### src/include/ssc_pkg.sv
// ssc_pkg: constants and types shared by both ends of the screen switch link.
// assumes: included once ahead of the interface and the two end modules.

package ssc_pkg;

  // ----------------------------------------------------------------------
  // word layout
  // ----------------------------------------------------------------------
  localparam int          SCR_W         = 16;          // one controller word, 4 bcd digits
  localparam int          DIGITS        = 4;           // bcd digits in a screen number
  localparam int          BIT_ENTRIES   = 8;           // default count of switch bits
  localparam int          PARENTS       = 4;           // default count of parent screens
  localparam int          CTRL_WORDS    = 4;           // control area length in words
  localparam int          CTRL_SCR_IDX  = 0;           // word of the area holding the number

  // ----------------------------------------------------------------------
  // screen numbers with fixed meaning (bcd)
  // ----------------------------------------------------------------------
  localparam logic [15:0] SCR_NONE      = 16'h0000;    // blank, clears the display
  localparam logic [15:0] SCR_HIST_OCC  = 16'h1997;    // history by occurrence
  localparam logic [15:0] SCR_HIST_FREQ = 16'h1998;    // history by frequency
  localparam logic [15:0] SCR_HOST      = 16'h1999;    // host connection screen

  // ----------------------------------------------------------------------
  // reset values
  // ----------------------------------------------------------------------
  localparam logic [15:0] RST_SCREEN    = 16'h0000;    // screen shown before first poll
  localparam logic [15:0] RST_SETWORD   = 16'h0000;    // controller setting word at reset

  // ----------------------------------------------------------------------
  // types
  // ----------------------------------------------------------------------
  typedef logic [SCR_W-1:0] ssc_scr_t;                 // one bcd screen number

  // kind of the screen on display
  typedef enum logic [1:0] {
    KIND_USER  = 2'h0,                                 // ordinary screen
    KIND_HOCC  = 2'h1,                                 // history, occurrence order
    KIND_HFREQ = 2'h2,                                 // history, frequency order
    KIND_HOST  = 2'h3                                  // host connection screen
  } ssc_kind_e;

  // terminal polling states (one-hot)
  typedef enum logic [2:0] {
    TS_REQ  = 3'h1,                                    // poll request out, waiting answer
    TS_EVAL = 3'h2,                                    // compare fresh sample with last
    TS_GAP  = 3'h4                                     // one idle cycle between polls
  } ssc_tstate_e;

  // controller write states (one-hot)
  typedef enum logic [2:0] {
    CS_IDLE  = 3'h1,                                   // waiting for a user request
    CS_CLEAR = 3'h2,                                   // zero written, number follows
    CS_WRITE = 3'h4                                    // number written this cycle
  } ssc_cstate_e;

endpackage

### src/include/ssc_link_if.sv
// ssc_link_if: the polled link between terminal and programmable controller.
// assumes: one clock mclk shared by both ends; testbench instantiates it.

`timescale 1ns/1ps
`default_nettype none

interface ssc_link_if #(
  parameter int NB = ssc_pkg::BIT_ENTRIES               // switch bits in the table
) (
  input wire logic mclk                                 // common clock
);

  // ----------------------------------------------------------------------
  // link signals
  // ----------------------------------------------------------------------
  logic                    pollReq;                     // terminal asks for fresh data
  logic                    pollAck;                     // controller answers, data valid
  logic [ssc_pkg::SCR_W-1:0] setWord;                   // screen switch setting word
  logic [NB-1:0]           allocBits;                   // allocated switch bits
  logic [ssc_pkg::SCR_W-1:0] curWord;                   // current screen word
  logic                    swStrobe;                    // screen switch strobe flag
  logic                    notifyAck;                   // controller has read the notify

  // terminal end
  modport term (
    input  mclk, pollAck, setWord, allocBits, notifyAck,
    output pollReq, curWord, swStrobe
  );

  // controller end
  modport ctrl (
    input  mclk, pollReq, curWord, swStrobe,
    output pollAck, setWord, allocBits, notifyAck
  );

endinterface

`default_nettype wire

### src/design/ssc_terminal.sv
// ssc_terminal: terminal end, polls the control area and the switch bits,
// picks the displayed screen and reports it in the notify area.
// assumes: ssc_pkg compiled first; controller answers every poll request.
//
// Operation
// [RQ1] controller writes wanted number into setting word
// [RQ2] screen numbers are four bcd digits
// [RQ3] switch only when setting word changes
// [RQ4] controller writes zero before repeating number
// [RQ5] power-up shows number found in setting word
// [RQ6] setting word switch updates current-screen word
// [RQ7] 1997, 1998, 1999 are special screens
// [RQ8] parent shows group, child shows alone
// [RQ9] controller copies current word on strobe edge
// [RQ10] bit rising edge shows its registered screen
// [RQ11] bit falling edge changes nothing
// [RQ12] all switch bits sampled whatever is shown
// [RQ13] strobe set with current-word update
// [RQ14] strobe cleared once notification delivered
// [RQ15] current word reports parent of group
// [RQ16] control area is four consecutive words
// [RQ17] poll repeatedly, compare with previous sample

`timescale 1ns/1ps
`default_nettype none

module ssc_terminal #(
  parameter int NB  = ssc_pkg::BIT_ENTRIES,             // switch bits in the table
  parameter int NP  = ssc_pkg::PARENTS                  // parent screens known
) (
  input  wire logic                          mclk,      // clock, 200 mhz
  input  wire logic                          rst,       // async reset, active high
  input  wire logic                          ce,        // clock enable, freezes all state
  ssc_link_if.term                           lnk,       // link to the controller
  input  wire logic [NB*ssc_pkg::SCR_W-1:0]  bitScreens, // screen registered per bit
  input  wire logic [NP*ssc_pkg::SCR_W-1:0]  parentNums, // numbers of parent screens
  output logic [ssc_pkg::SCR_W-1:0]          dispScreen, // screen on display
  output logic                               dispGroup,  // whole group shown
  output ssc_pkg::ssc_kind_e                 dispKind,   // kind of screen shown
  output logic                               dispBlank,  // display cleared
  output logic                               switchPulse // one cycle on each switch to a valid screen, none on a clear to zero
);

  // ----------------------------------------------------------------------
  // elaboration checks
  // ----------------------------------------------------------------------
  if (NB < 1 || NB > 64) begin : gNbRange
    $error("ssc_terminal: NB out of range");
  end
  if (NP < 1 || NP > 64) begin : gNpRange
    $error("ssc_terminal: NP out of range");
  end
  if (ssc_pkg::CTRL_SCR_IDX >= ssc_pkg::CTRL_WORDS) begin : gIdxRange
    $error("ssc_terminal: bad word index");
  end

  // ----------------------------------------------------------------------
  // helper functions
  // ----------------------------------------------------------------------

  // true when every nibble is a decimal digit
  function automatic logic bcdOk(input logic [ssc_pkg::SCR_W-1:0] v);
    logic ok;
    ok = 1'b1;
    for (int i = 0; i < ssc_pkg::DIGITS; i++) begin
      if (v[i*4 +: 4] > 4'h9) ok = 1'b0;                // see [RQ2]
    end
    return ok;
  endfunction

  // true when the number names a parent screen
  function automatic logic isParent(input logic [ssc_pkg::SCR_W-1:0] v,
                                    input logic [NP*ssc_pkg::SCR_W-1:0] tbl);
    logic hit;
    hit = 1'b0;
    for (int i = 0; i < NP; i++) begin
      if (tbl[i*ssc_pkg::SCR_W +: ssc_pkg::SCR_W] == v) hit = 1'b1;
    end
    return hit;
  endfunction

  // kind of screen from its number
  function automatic ssc_pkg::ssc_kind_e kindOf(input logic [ssc_pkg::SCR_W-1:0] v);
    ssc_pkg::ssc_kind_e k;
    k = ssc_pkg::KIND_USER;
    if (v == ssc_pkg::SCR_HIST_OCC) begin               // see [RQ7]
      k = ssc_pkg::KIND_HOCC;
    end else if (v == ssc_pkg::SCR_HIST_FREQ) begin
      k = ssc_pkg::KIND_HFREQ;
    end else if (v == ssc_pkg::SCR_HOST) begin
      k = ssc_pkg::KIND_HOST;
    end
    return k;
  endfunction

  // ----------------------------------------------------------------------
  // state
  // ----------------------------------------------------------------------
  typedef struct packed {
    ssc_pkg::ssc_tstate_e      st;                      // polling state
    logic                      req;                     // poll request out
    logic                      first;                   // no sample taken yet
    logic [ssc_pkg::SCR_W-1:0] setSmp;                  // fresh setting word
    logic [NB-1:0]             bitSmp;                  // fresh switch bits
    logic [ssc_pkg::SCR_W-1:0] setPrev;                 // setting word last observed
    logic [NB-1:0]             bitPrev;                 // bits last observed
    logic [ssc_pkg::SCR_W-1:0] disp;                    // displayed screen
    logic                      grp;                     // group displayed
    ssc_pkg::ssc_kind_e        kind;                    // kind displayed
    logic                      blank;                   // display cleared
    logic [ssc_pkg::SCR_W-1:0] cur;                     // current screen word
    logic                      strobe;                  // switch strobe flag
    logic                      swP;                     // switch pulse
  } ssc_term_s;

  ssc_term_s s_r;                                       // registered state
  ssc_term_s s_nxt;                                     // next state

  // ----------------------------------------------------------------------
  // next state
  // ----------------------------------------------------------------------
  always_comb begin
    logic                      doSw;                    // a switch happens now
    logic [ssc_pkg::SCR_W-1:0] tgt;                     // screen to switch to
    logic [NB-1:0]             rise;                    // rising bits
    logic                      found;                   // a rising bit picked
    doSw  = 1'b0;
    tgt   = s_r.disp;
    rise  = '0;
    found = 1'b0;
    s_nxt = s_r;
    s_nxt.swP = 1'b0;

    // notify delivered: flag back to zero, see [RQ14]
    if (lnk.notifyAck) begin
      s_nxt.strobe = 1'b0;
    end

    case (s_r.st)
      // poll out, sample area and bits on the answer, see [RQ17]
      ssc_pkg::TS_REQ: begin
        s_nxt.req = 1'b1;
        if (s_r.req && lnk.pollAck) begin
          s_nxt.req    = 1'b0;
          s_nxt.setSmp = lnk.setWord;                   // screen word of the area, see [RQ16]
          s_nxt.bitSmp = lnk.allocBits;                 // every bit each poll, see [RQ12]
          s_nxt.st     = ssc_pkg::TS_EVAL;
        end
      end

      // compare with the previous sample
      ssc_pkg::TS_EVAL: begin
        rise = s_r.bitSmp & ~s_r.bitPrev;               // only 0 to 1 counts, see [RQ10] [RQ11]
        if (s_r.first) begin
          doSw = 1'b1;                                  // startup screen from word, see [RQ5]
          tgt  = s_r.setSmp;
          rise = '0;                                    // bits high at startup are not edges
        end else if (s_r.setSmp != s_r.setPrev) begin
          doSw = 1'b1;                                  // change only, see [RQ3]
          tgt  = s_r.setSmp;
        end else begin
          for (int i = NB - 1; i >= 0; i--) begin       // lowest index wins
            if (rise[i]) begin
              found = 1'b1;
              tgt   = bitScreens[i*ssc_pkg::SCR_W +: ssc_pkg::SCR_W];
            end
          end
          doSw = found;
        end
        s_nxt.setPrev = s_r.setSmp;
        s_nxt.bitPrev = s_r.bitSmp;
        s_nxt.first   = 1'b0;

        if (doSw && tgt == ssc_pkg::SCR_NONE) begin
          s_nxt.blank = 1'b1;                           // zero clears the screen, see [RQ4]
          s_nxt.disp  = ssc_pkg::SCR_NONE;
          s_nxt.grp   = 1'b0;
          s_nxt.kind  = ssc_pkg::KIND_USER;
        end else if (doSw && bcdOk(tgt)) begin
          s_nxt.blank  = 1'b0;
          s_nxt.disp   = tgt;
          s_nxt.grp    = isParent(tgt, parentNums);     // parent group or child alone, see [RQ8]
          s_nxt.kind   = kindOf(tgt);                   // see [RQ7]
          s_nxt.cur    = tgt;                           // parent number reported, see [RQ6] [RQ15]
          s_nxt.strobe = 1'b1;                          // set wins over clear, see [RQ13]
          s_nxt.swP    = 1'b1;
        end
        s_nxt.st = ssc_pkg::TS_GAP;
      end

      // one idle cycle, then poll again
      ssc_pkg::TS_GAP: begin
        s_nxt.st = ssc_pkg::TS_REQ;
      end

      default: begin
        s_nxt.st  = ssc_pkg::TS_REQ;
        s_nxt.req = 1'b0;
      end
    endcase
  end

  // ----------------------------------------------------------------------
  // state register
  // ----------------------------------------------------------------------
  always_ff @(posedge mclk or posedge rst) begin
    if (rst) begin
      s_r <= '{st: ssc_pkg::TS_REQ, first: 1'b1, disp: ssc_pkg::RST_SCREEN,
               cur: ssc_pkg::RST_SCREEN, kind: ssc_pkg::KIND_USER, blank: 1'b1,
               default: '0};
    end else if (ce) begin
      s_r <= s_nxt;
    end
  end

  // ----------------------------------------------------------------------
  // outputs, all from the state register
  // ----------------------------------------------------------------------
  assign lnk.pollReq  = s_r.req;
  assign lnk.curWord  = s_r.cur;
  assign lnk.swStrobe = s_r.strobe;
  assign dispScreen   = s_r.disp;
  assign dispGroup    = s_r.grp;
  assign dispKind     = s_r.kind;
  assign dispBlank    = s_r.blank;
  assign switchPulse  = s_r.swP;

endmodule

`default_nettype wire

### src/flat_wrapper.sv
// flat-port wrapper written by rule: the top's interface ports become plain ports
module ssc_terminal_flat 
#(
  parameter int NB  = ssc_pkg::BIT_ENTRIES,                                        
  parameter int NP  = ssc_pkg::PARENTS                                         
)
  (mclk, rst, ce, bitScreens, parentNums, dispScreen, dispGroup, dispKind, dispBlank, switchPulse, lnk_pollAck, lnk_setWord, lnk_allocBits, lnk_notifyAck, lnk_pollReq, lnk_curWord, lnk_swStrobe);
  ssc_link_if #(.NB(NB)) lnk_i (.mclk(mclk));
  input  wire logic mclk;
  input  wire logic rst;
  input  wire logic ce;
  input  wire logic [NB*ssc_pkg::SCR_W-1:0] bitScreens;
  input  wire logic [NP*ssc_pkg::SCR_W-1:0] parentNums;
  output logic [ssc_pkg::SCR_W-1:0] dispScreen;
  output logic dispGroup;
  output ssc_pkg::ssc_kind_e dispKind;
  output logic dispBlank;
  output logic switchPulse;
  input wire logic [$bits(lnk_i.pollAck)-1:0] lnk_pollAck;
  input wire logic [$bits(lnk_i.setWord)-1:0] lnk_setWord;
  input wire logic [$bits(lnk_i.allocBits)-1:0] lnk_allocBits;
  input wire logic [$bits(lnk_i.notifyAck)-1:0] lnk_notifyAck;
  output wire logic [$bits(lnk_i.pollReq)-1:0] lnk_pollReq;
  output wire logic [$bits(lnk_i.curWord)-1:0] lnk_curWord;
  output wire logic [$bits(lnk_i.swStrobe)-1:0] lnk_swStrobe;
  assign lnk_i.pollAck = lnk_pollAck;
  assign lnk_i.setWord = lnk_setWord;
  assign lnk_i.allocBits = lnk_allocBits;
  assign lnk_i.notifyAck = lnk_notifyAck;
  assign lnk_pollReq = lnk_i.pollReq;
  assign lnk_curWord = lnk_i.curWord;
  assign lnk_swStrobe = lnk_i.swStrobe;
  ssc_terminal #(.NB(NB), .NP(NP)) u_core (.mclk(mclk), .rst(rst), .ce(ce), .lnk(lnk_i), .bitScreens(bitScreens), .parentNums(parentNums), .dispScreen(dispScreen), .dispGroup(dispGroup), .dispKind(dispKind), .dispBlank(dispBlank), .switchPulse(switchPulse));
endmodule
### config.mk
export PLATFORM = sky130hd
export DESIGN_NAME = ssc_terminal_flat
export DESIGN_NICKNAME = d
export VERILOG_FILES = /design/src/include/ssc_pkg.sv /design/src/include/ssc_link_if.sv /design/src/design/ssc_terminal.sv /design/src/flat_wrapper.sv
export SDC_FILE = /design/constraint.sdc
export NUM_CORES = 1
export LEC_CHECK = 0
export BUFFER_PORTS_ARGS = -buffer_cell sky130_fd_sc_hd__buf_2
export CAP_MARGIN = 20
export CORE_MARGIN = 10
export CORE_UTILIZATION = 40
export DETAILED_ROUTE_END_ITERATION = 8
export PLACE_DENSITY = 0.78
export RECOVER_POWER = 50
export SETUP_SLACK_MARGIN = 0.3
export SYNTH_ARGS = -nofsm -noshare
export SYNTH_HDL_FRONTEND = slang
export SYNTH_SLANG_ARGS = --single-unit
### constraint.sdc
create_clock -name mclk -period 3.06 [get_ports mclk]
set_clock_uncertainty 0.2 [all_clocks]
set_input_delay 0.306 -clock mclk [delete_from_list [all_inputs] [get_ports mclk]]
set_output_delay 0.306 -clock mclk [all_outputs]
set_load 0.03 [all_outputs]
==> impl_metrics.tcl, run 1 <==
set metrics [dict create \
    max_freq_mhz 319 \
    synth_fp_nets 893 \
    wl_per_cell_um 22.3 \
    coreArea_mm2 0.0160 \
    syn_avg_cell_area_um2 9.81 \
    finalWirelength_um 27800 \
    dpl_cell_area_mm2 0.00869 \
    power_density_mw_per_mm2 1060 \
    max_slew.worst_pin.slew_ps 1700 \
    final_area_mm2 0.00969 \
    dp_hpwl_um 22000 \
    clkPwrFrac_pct 10.5 \
    place_ws_ps -203 \
    synth_top_family_by_area "compound AO/OA/AOI/OAI gates" \
    cts_max_path_buffers 2 \
    insertion_delay_ps 350 \
    ir_drop_uv 412 \
    p_int_mw 5.55 \
    initial_core_util_pct 41.2 \
    root_buffer "clkbuf_16" \
    p_leak_nw 4.63 \
    cap_violations 1 \
    drtIter0Drc 541 \
    power.switching_mw 4.71 \
    layout_setup_ws_ps -75.8 \
    hold_path.class "in2reg" \
    area_delta_synth_final_pct 47.1 \
    hold_viol 0 \
    worstSetupPathType "reg2reg" \
    synth_xor_area_share_pct 12.6 \
    regArea_mm2 0.00228 \
    gp_congestion 0.967 \
    dr.pass1.iters 5 \
    relSlewSlack_pct -13.9 \
    setup_violations 28 \
    ant_nets 0 \
    drc 0 \
    pwr-share-comb_pct 68.6 \
    grt_pass1_vias 7339 \
    fp.dieW_um 148 \
    ys_ff_latch 91 \
    async_reset_ff_share_pct 100 \
    rsz0062_at_grt "true" \
    fillers 1413 \
    multiInputGateArea_mm2 0.00412 \
    synth-edff-count 0 \
    cts_tree "yes" \
    layout-drive-gt1-share_pct 48.7 \
    dieHeight_um 148 \
    post-route-min-period_ps 3140 \
    io_pins 260 \
    cts.htree.levels 3 \
    syn_inst 672 \
    drt-vias-per-instance 5.53 \
    violations "max-capacitance violations, max-slew violations, negative setup slack" \
    period_share_pct 102 \
    cts_sinks 91 \
    num-nets-final 1242 \
    die_area_mm2 0.0220 \
    synth_cell_types 71 \
    cp_slowest_stage_delay_ps 410 \
    endpoint_kind "flop" \
    synth-seq-area-share_pct 34.6 \
    crit_chain "nor2b_4 -> nor2_4 -> buf_6 -> a221o_1 -> o31ai_4 -> buf_4 -> nand3_2 -> o31a_1 -> a21oi_2 -> nand4_4 -> nand2b_4 -> clkbuf_16 -> a21o_1" \
    grt_pass1_wl_um 41200 \
    synthAdderAreaFrac_pct 0 \
    track_usage_pct 23.8 \
    vias 6886 \
    synthFlopType "dfrtp_1" \
    switching_share_pct 45.9 \
    arrival_ps 3180 \
    grt_max_degree 40 \
    status "complete, but fails checks" \
    ys_warn_count 0 \
    portBuffers 259 \
    fin_tns_setup_ps -1150 \
    grt_remaining_overflow 0 \
    worstPathRequired_ps 3100 \
    slew_violations 38 \
    maxUsedRoutingLayer "met5" \
    cts_buffers 9 \
    slowest_stage "dfrtp_1" \
    clkTransAtPathRegs_ps 60 \
    synth.area.mux_share_pct 12.1 \
    fp-row-count 46 \
    synth-simple-area-share_pct 12.5 \
    synth_area_mm2 0.00659 \
    wl_met1_um 10600 \
    antenna_found_initial 5 \
    routed-wl-met3_um 2050 \
    crit_fanout 9 \
    synth_compound_area_share_pct 19.9 \
    p_seq_share_pct 20.9 \
    met2WireLength_um 14100 \
    start_kind "flop" \
]
==> Yosys cell counts, types with 10 or more instances <==
| cell type | number | area share, % |
|---|---|---|
| dfrtp_1 | 88 | 33 |
| mux2i_1 | 21 | 3.2 |
| nor2_1 | 29 | 1.7 |
| nor3_1 | 17 | 1.3 |
| o22ai_1 | 22 | 2.1 |
| xor2_1 | 67 | 8.9 |
| nor2b_1 | 10 | 0.95 |
| xnor2_1 | 28 | 3.7 |
| nand2b_1 | 11 | 1.0 |
| nand2_1 | 25 | 1.4 |
| o21ai_0 | 24 | 1.8 |
| a21oi_1 | 26 | 2.0 |
| a21o_1 | 21 | 2.4 |
| buf_2 | 16 | 1.2 |
| mux2_2 | 50 | 8.5 |
| buf_4 | 35 | 4.0 |
| clkbuf_1 | 20 | 1.1 |
| nand4_1 | 13 | 1.2 |
==> through the flow <==
stage	power, mW	utilization [%]	std cells	hold slack [ps]
finish	10.3	60.6	1245	4.03
global route	10.8	60.6	1244	10.8
CTS	10.0	59.6	1232	1.23
detailed placement	8.55	54.3	1182	261
global placement	8.44	54.3	1182	256
floorplan	6.12	-	672	197
==> cells in the final DEF, fill, tap and decap left out, drive strengths merged, types with 7 or more instances in the layout <==
cell type    instances
buf                354
dfrtp               88
xor2                67
clkbuf              55
mux2                50
nor2                31
xnor2               28
a21oi               26
o21ai               26
nand2               25
mux2i               23
o22ai               22
a21o                21
dlygate4sd3         21
nor3                17
nand4               14
nand2b              12
nor2b               10
a211o                9
a31oi                9
nand3                8
a221oi               8
a211oi               8
or3                  7
inv                  7
nor4                 7
==> cell type report <==
class	instances	area share, %
sequential	91	23.5
inverter	7	0.284
clock buffer	13	2.68
clock inverter	3	0.219
tap	216	2.79
timing repair buffer	417	27.9
multi-input combinational	495	42.5
antenna	3	0.0774
==> logic make-up after synthesis <==
kind of cell,count (synthesis)
flip-flops,91
buffers and inverters,87
AND/OR/NAND/NOR,148
XOR/XNOR,95
AO/OA/AOI/OAI,178
multiplexers,73
==> worst max-delay path, delay by kind of cell, from the launching register on <==
family | cells | cell delay (ps)
and+or+nand+nor | 5 | 830
buffers and inverters | 3 | 440
DFF | 1 | 410
AOI/OAI and AO/OA | 5 | 1140
==> timing repair <==
action | 4_1_cts | 5_1_grt
setup buffers | 11 | 8
endpoints found under the hold margin | 54 | 0
endpoints found under the setup margin | 38 | 38
cloned | 2 | 2
pin swaps | 12 | 12
hold buffers | 21 | 0
gates resized for setup | 60 | 25
==> state kept, by name, summed over array words and instances, names as in the netlist <==
register	count
u_core.dispGroup	1
u_core.lnk.swStrobe	1
u_core.lnk.pollReq	1
u_core.switchPulse	1
u_core.dispBlank	1
u_core.s_r	52
u_core.dispKind	2
u_core.lnk.curWord	16
u_core.dispScreen	16
==> per-layer routing <==
| metal | track usage [%] | up-vias |
|---|---|---|
| li1 | - | 3140 |
| met1 | 27.1 | 3348 |
| met2 | 41.7 | 315 |
| met3 | 5.34 | 79 |
| met4 | 10.4 | 4 |
| met5 | 0 | - |
==> power by group through the flow <==
stage	sequential, mW	clock [mW]	combinational [mW]
5_1_grt	2.20	1.14	7.50
3_3_place_gp	2.09	0	6.35
3_5_place_dp	2.13	0	6.42
4_1_cts	2.12	1.09	6.82
2_1_floorplan	2.08	0	4.04
6_report	2.15	1.08	7.04
==> worst paths after layout <==
path                                        startpoint                     end  slack, ps  depth (start not counted)
worst max-delay path                    u_core.s_r[64]  u_core.lnk.curWord[11]        -80                         13
worst min-delay path                  lnk_allocBits[0]          u_core.s_r[62]          4                          2
worst max register to register          u_core.s_r[64]  u_core.lnk.curWord[11]        -80                         13
worst min register to register  u_core.lnk.curWord[12]  u_core.lnk.curWord[12]        280                          1
max in group asynchronous                          rst    u_core.dispScreen[1]        360                          4
min in group asynchronous                          rst          u_core.s_r[63]        720                          3
(Power assumes the default switching activity.)
==> run 2: changes to the inputs <==
--- a/config.mk
+++ b/config.mk
@@ -10,7 +10,8 @@
 export CORE_MARGIN = 10
 export CORE_UTILIZATION = 40
 export DETAILED_ROUTE_END_ITERATION = 8
-export PLACE_DENSITY = 0.78
+export GPL_TIMING_DRIVEN = 0
+export PLACE_DENSITY_LB_ADDON = 0.12
 export RECOVER_POWER = 50
 export SETUP_SLACK_MARGIN = 0.3
 export SYNTH_ARGS = -nofsm -noshare
==> impl_metrics.tcl, run 2 (synthesized netlist as in run 1, its figures left out) <==
set metrics [dict create \
    status "complete, but fails checks" \
    violations "negative setup slack" \
    gp_congestion 0.924 \
    dr.pass1.iters 7 \
    final_common_cell "buf_2" \
    ant_nets 0 \
    worstSetupPathType "reg2reg" \
    rsz0062_at_grt "true" \
    track_usage_pct 24.0 \
    cts.htree.levels 3 \
    endpoint_kind "flop" \
    cts_buffers 9 \
    finalWirelength_um 27600 \
    slew_violations 0 \
    num-nets-final 1247 \
    crit_fanout 6 \
    r2r_cells 13 \
    wl_per_cell_um 22.1 \
    initial_core_util_pct 41.2 \
    relSlewSlack_pct 30.5 \
    ir_drop_uv 645 \
    portBuffers 259 \
    area_delta_synth_final_pct 51.5 \
    dieHeight_um 148 \
    setup_violations 38 \
    min_from "lnk_setWord[8]" \
    dp_hpwl_um 21600 \
    max_slew.worst_pin.slew_ps 1040 \
    hold-path-endpoint "u_core.s_r[78]" \
    holdPathStages 2 \
    io_pins 260 \
    cts_sinks 91 \
    root_buffer "clkbuf_16" \
    cap_violations 0 \
    period_share_pct 108 \
    layout_setup_ws_ps -251 \
    post-route-min-period_ps 3310 \
    r2r-start "u_core.s_r[64]" \
    hold_ws_ps 2.25 \
    cts_tree "yes" \
    mostFrequentLayoutCells "265 x buf_2, 94 x buf_4, 81 x dfrtp_1" \
    fp-row-count 46 \
    insertion_delay_ps 360 \
    hold_path.class "in2reg" \
    worst-r2r-setup-slack_ps -250 \
    layout-drive-gt1-share_pct 53.2 \
    grt_pass1_vias 6865 \
    largest_register_ff_count 52 \
    fp.dieW_um 148 \
    coreArea_mm2 0.0160 \
    die_area_mm2 0.0220 \
    fillers 1409 \
    start_kind "flop" \
    clkTransAtPathRegs_ps 70 \
    hold_viol 0 \
    instances_no_fill 1249 \
    power_density_mw_per_mm2 1080 \
    drt-vias-per-instance 5.41 \
    p_leak_nw 4.87 \
    cts_max_path_buffers 2 \
    r2r-end "u_core.lnk.curWord[14]" \
    largest-register "u_core.s_r" \
    max_freq_mhz 302 \
    antenna_found_initial 3 \
    grt_max_degree 42 \
    grt_remaining_overflow 0 \
    vias 6763 \
    place_inst 1151 \
    grt_pass1_wl_um 40600 \
    drtIter0Drc 578 \
    worstPathRequired_ps 3140 \
    drc 0 \
    arrival_ps 3390 \
    power_mw 10.8 \
]
==> run 2: cell count changes in the layout (fill, tap and decap cells not counted), moves of 7 or more <==
cell	previous run	this run
o21ai_1	7	0
buf_2	220	265
clkbuf_1	42	4
nand2_2	8	1
nand2_1	17	24
buf_4	112	94
==> run 2: layout make-up <==
cell class                      count  area (um2)  share of cell area [%]
Sequential cell                    91        2290                    22.9
Clock inverter                      7         145                    1.45
Clock buffer                        9         225                    2.25
Timing Repair Buffer              343        2070                    20.8
Multi-Input combinational cell    494        4270                    42.8
Buffer                             80         681                    6.81
Antenna cell                        2        5.00                  0.0501
Tap cell                          216         270                    2.71
Inverter                            7        27.5                   0.276
==> run 2: worst max-delay path by stage <==
stage,cells after the start,startpoint,to
after global routing,14,u_core.s_r[64],u_core.lnk.curWord[10]
final,13,u_core.s_r[64],u_core.lnk.curWord[14]
after CTS,15,u_core.s_r[72],u_core.switchPulse
after detailed placement,13,u_core.s_r[62],u_core.switchPulse
after floorplan,15,u_core.s_r[72],u_core.switchPulse
after global placement,10,ce,u_core.lnk.curWord[2]
==> run 2: timing repair <==
| item | in CTS | in global routing |
|---|---|---|
| setup buffers | 47 | 9 |
| cloned | 1 | 1 |
| endpoints found under the hold margin | 35 | 2 |
| pin swaps | 22 | 15 |
| endpoints found under the setup margin | 48 | 47 |
| hold buffers | 20 | 2 |
| gates resized for setup | 97 | 27 |
==> run 2: critical path, stage by stage, from the launching register on <==
cell and delay [ps]:
dfrtp_1 410, nor2b_1 140, buf_4 160, buf_12 130, a221o_1 430, o31ai_4 330
buf_4 160, a21oi_2 50, or4_4 540, nand4b_4 210, nand2b_4 90, buf_8 140
clkbuf_16 150, o2bb2ai_2 90
==> run 2: through the flow <==
stage | utilization (%) | setup TNS (ps) | area [um2] | setup slack [ps]
final | 62.4 | -6290 | 9990 | -251
after global routing | 62.4 | -10310 | 9990 | -328
after CTS | 61.2 | -2460 | 9790 | -131
after detailed placement | 52.2 | -24830 | 8350 | -755
after global placement | 51.8 | -76360 | 8290 | -1550
after floorplan | - | 0 | 6730 | 7.79
==> run 2: metal layers <==
layer | up-vias | track usage, % | share of wire [%]
met5 | - | 0 | 0.029
li1 | 3151 | - | -
met4 | 2 | 5.85 | 2.2
met2 | 301 | 41.3 | 49
met3 | 52 | 6.49 | 7.9
met1 | 3257 | 29.0 | 41
==> run 2: report_power, final <==
part / leakage (nW) / internal (mW) / switching (mW)
Combinational: 3.53 / 3.30 / 3.89
Sequential: 1.16 / 1.72 / 0.504
Clock: 0.177 / 0.887 / 0.513
Total: 4.87 / 5.90 / 4.91
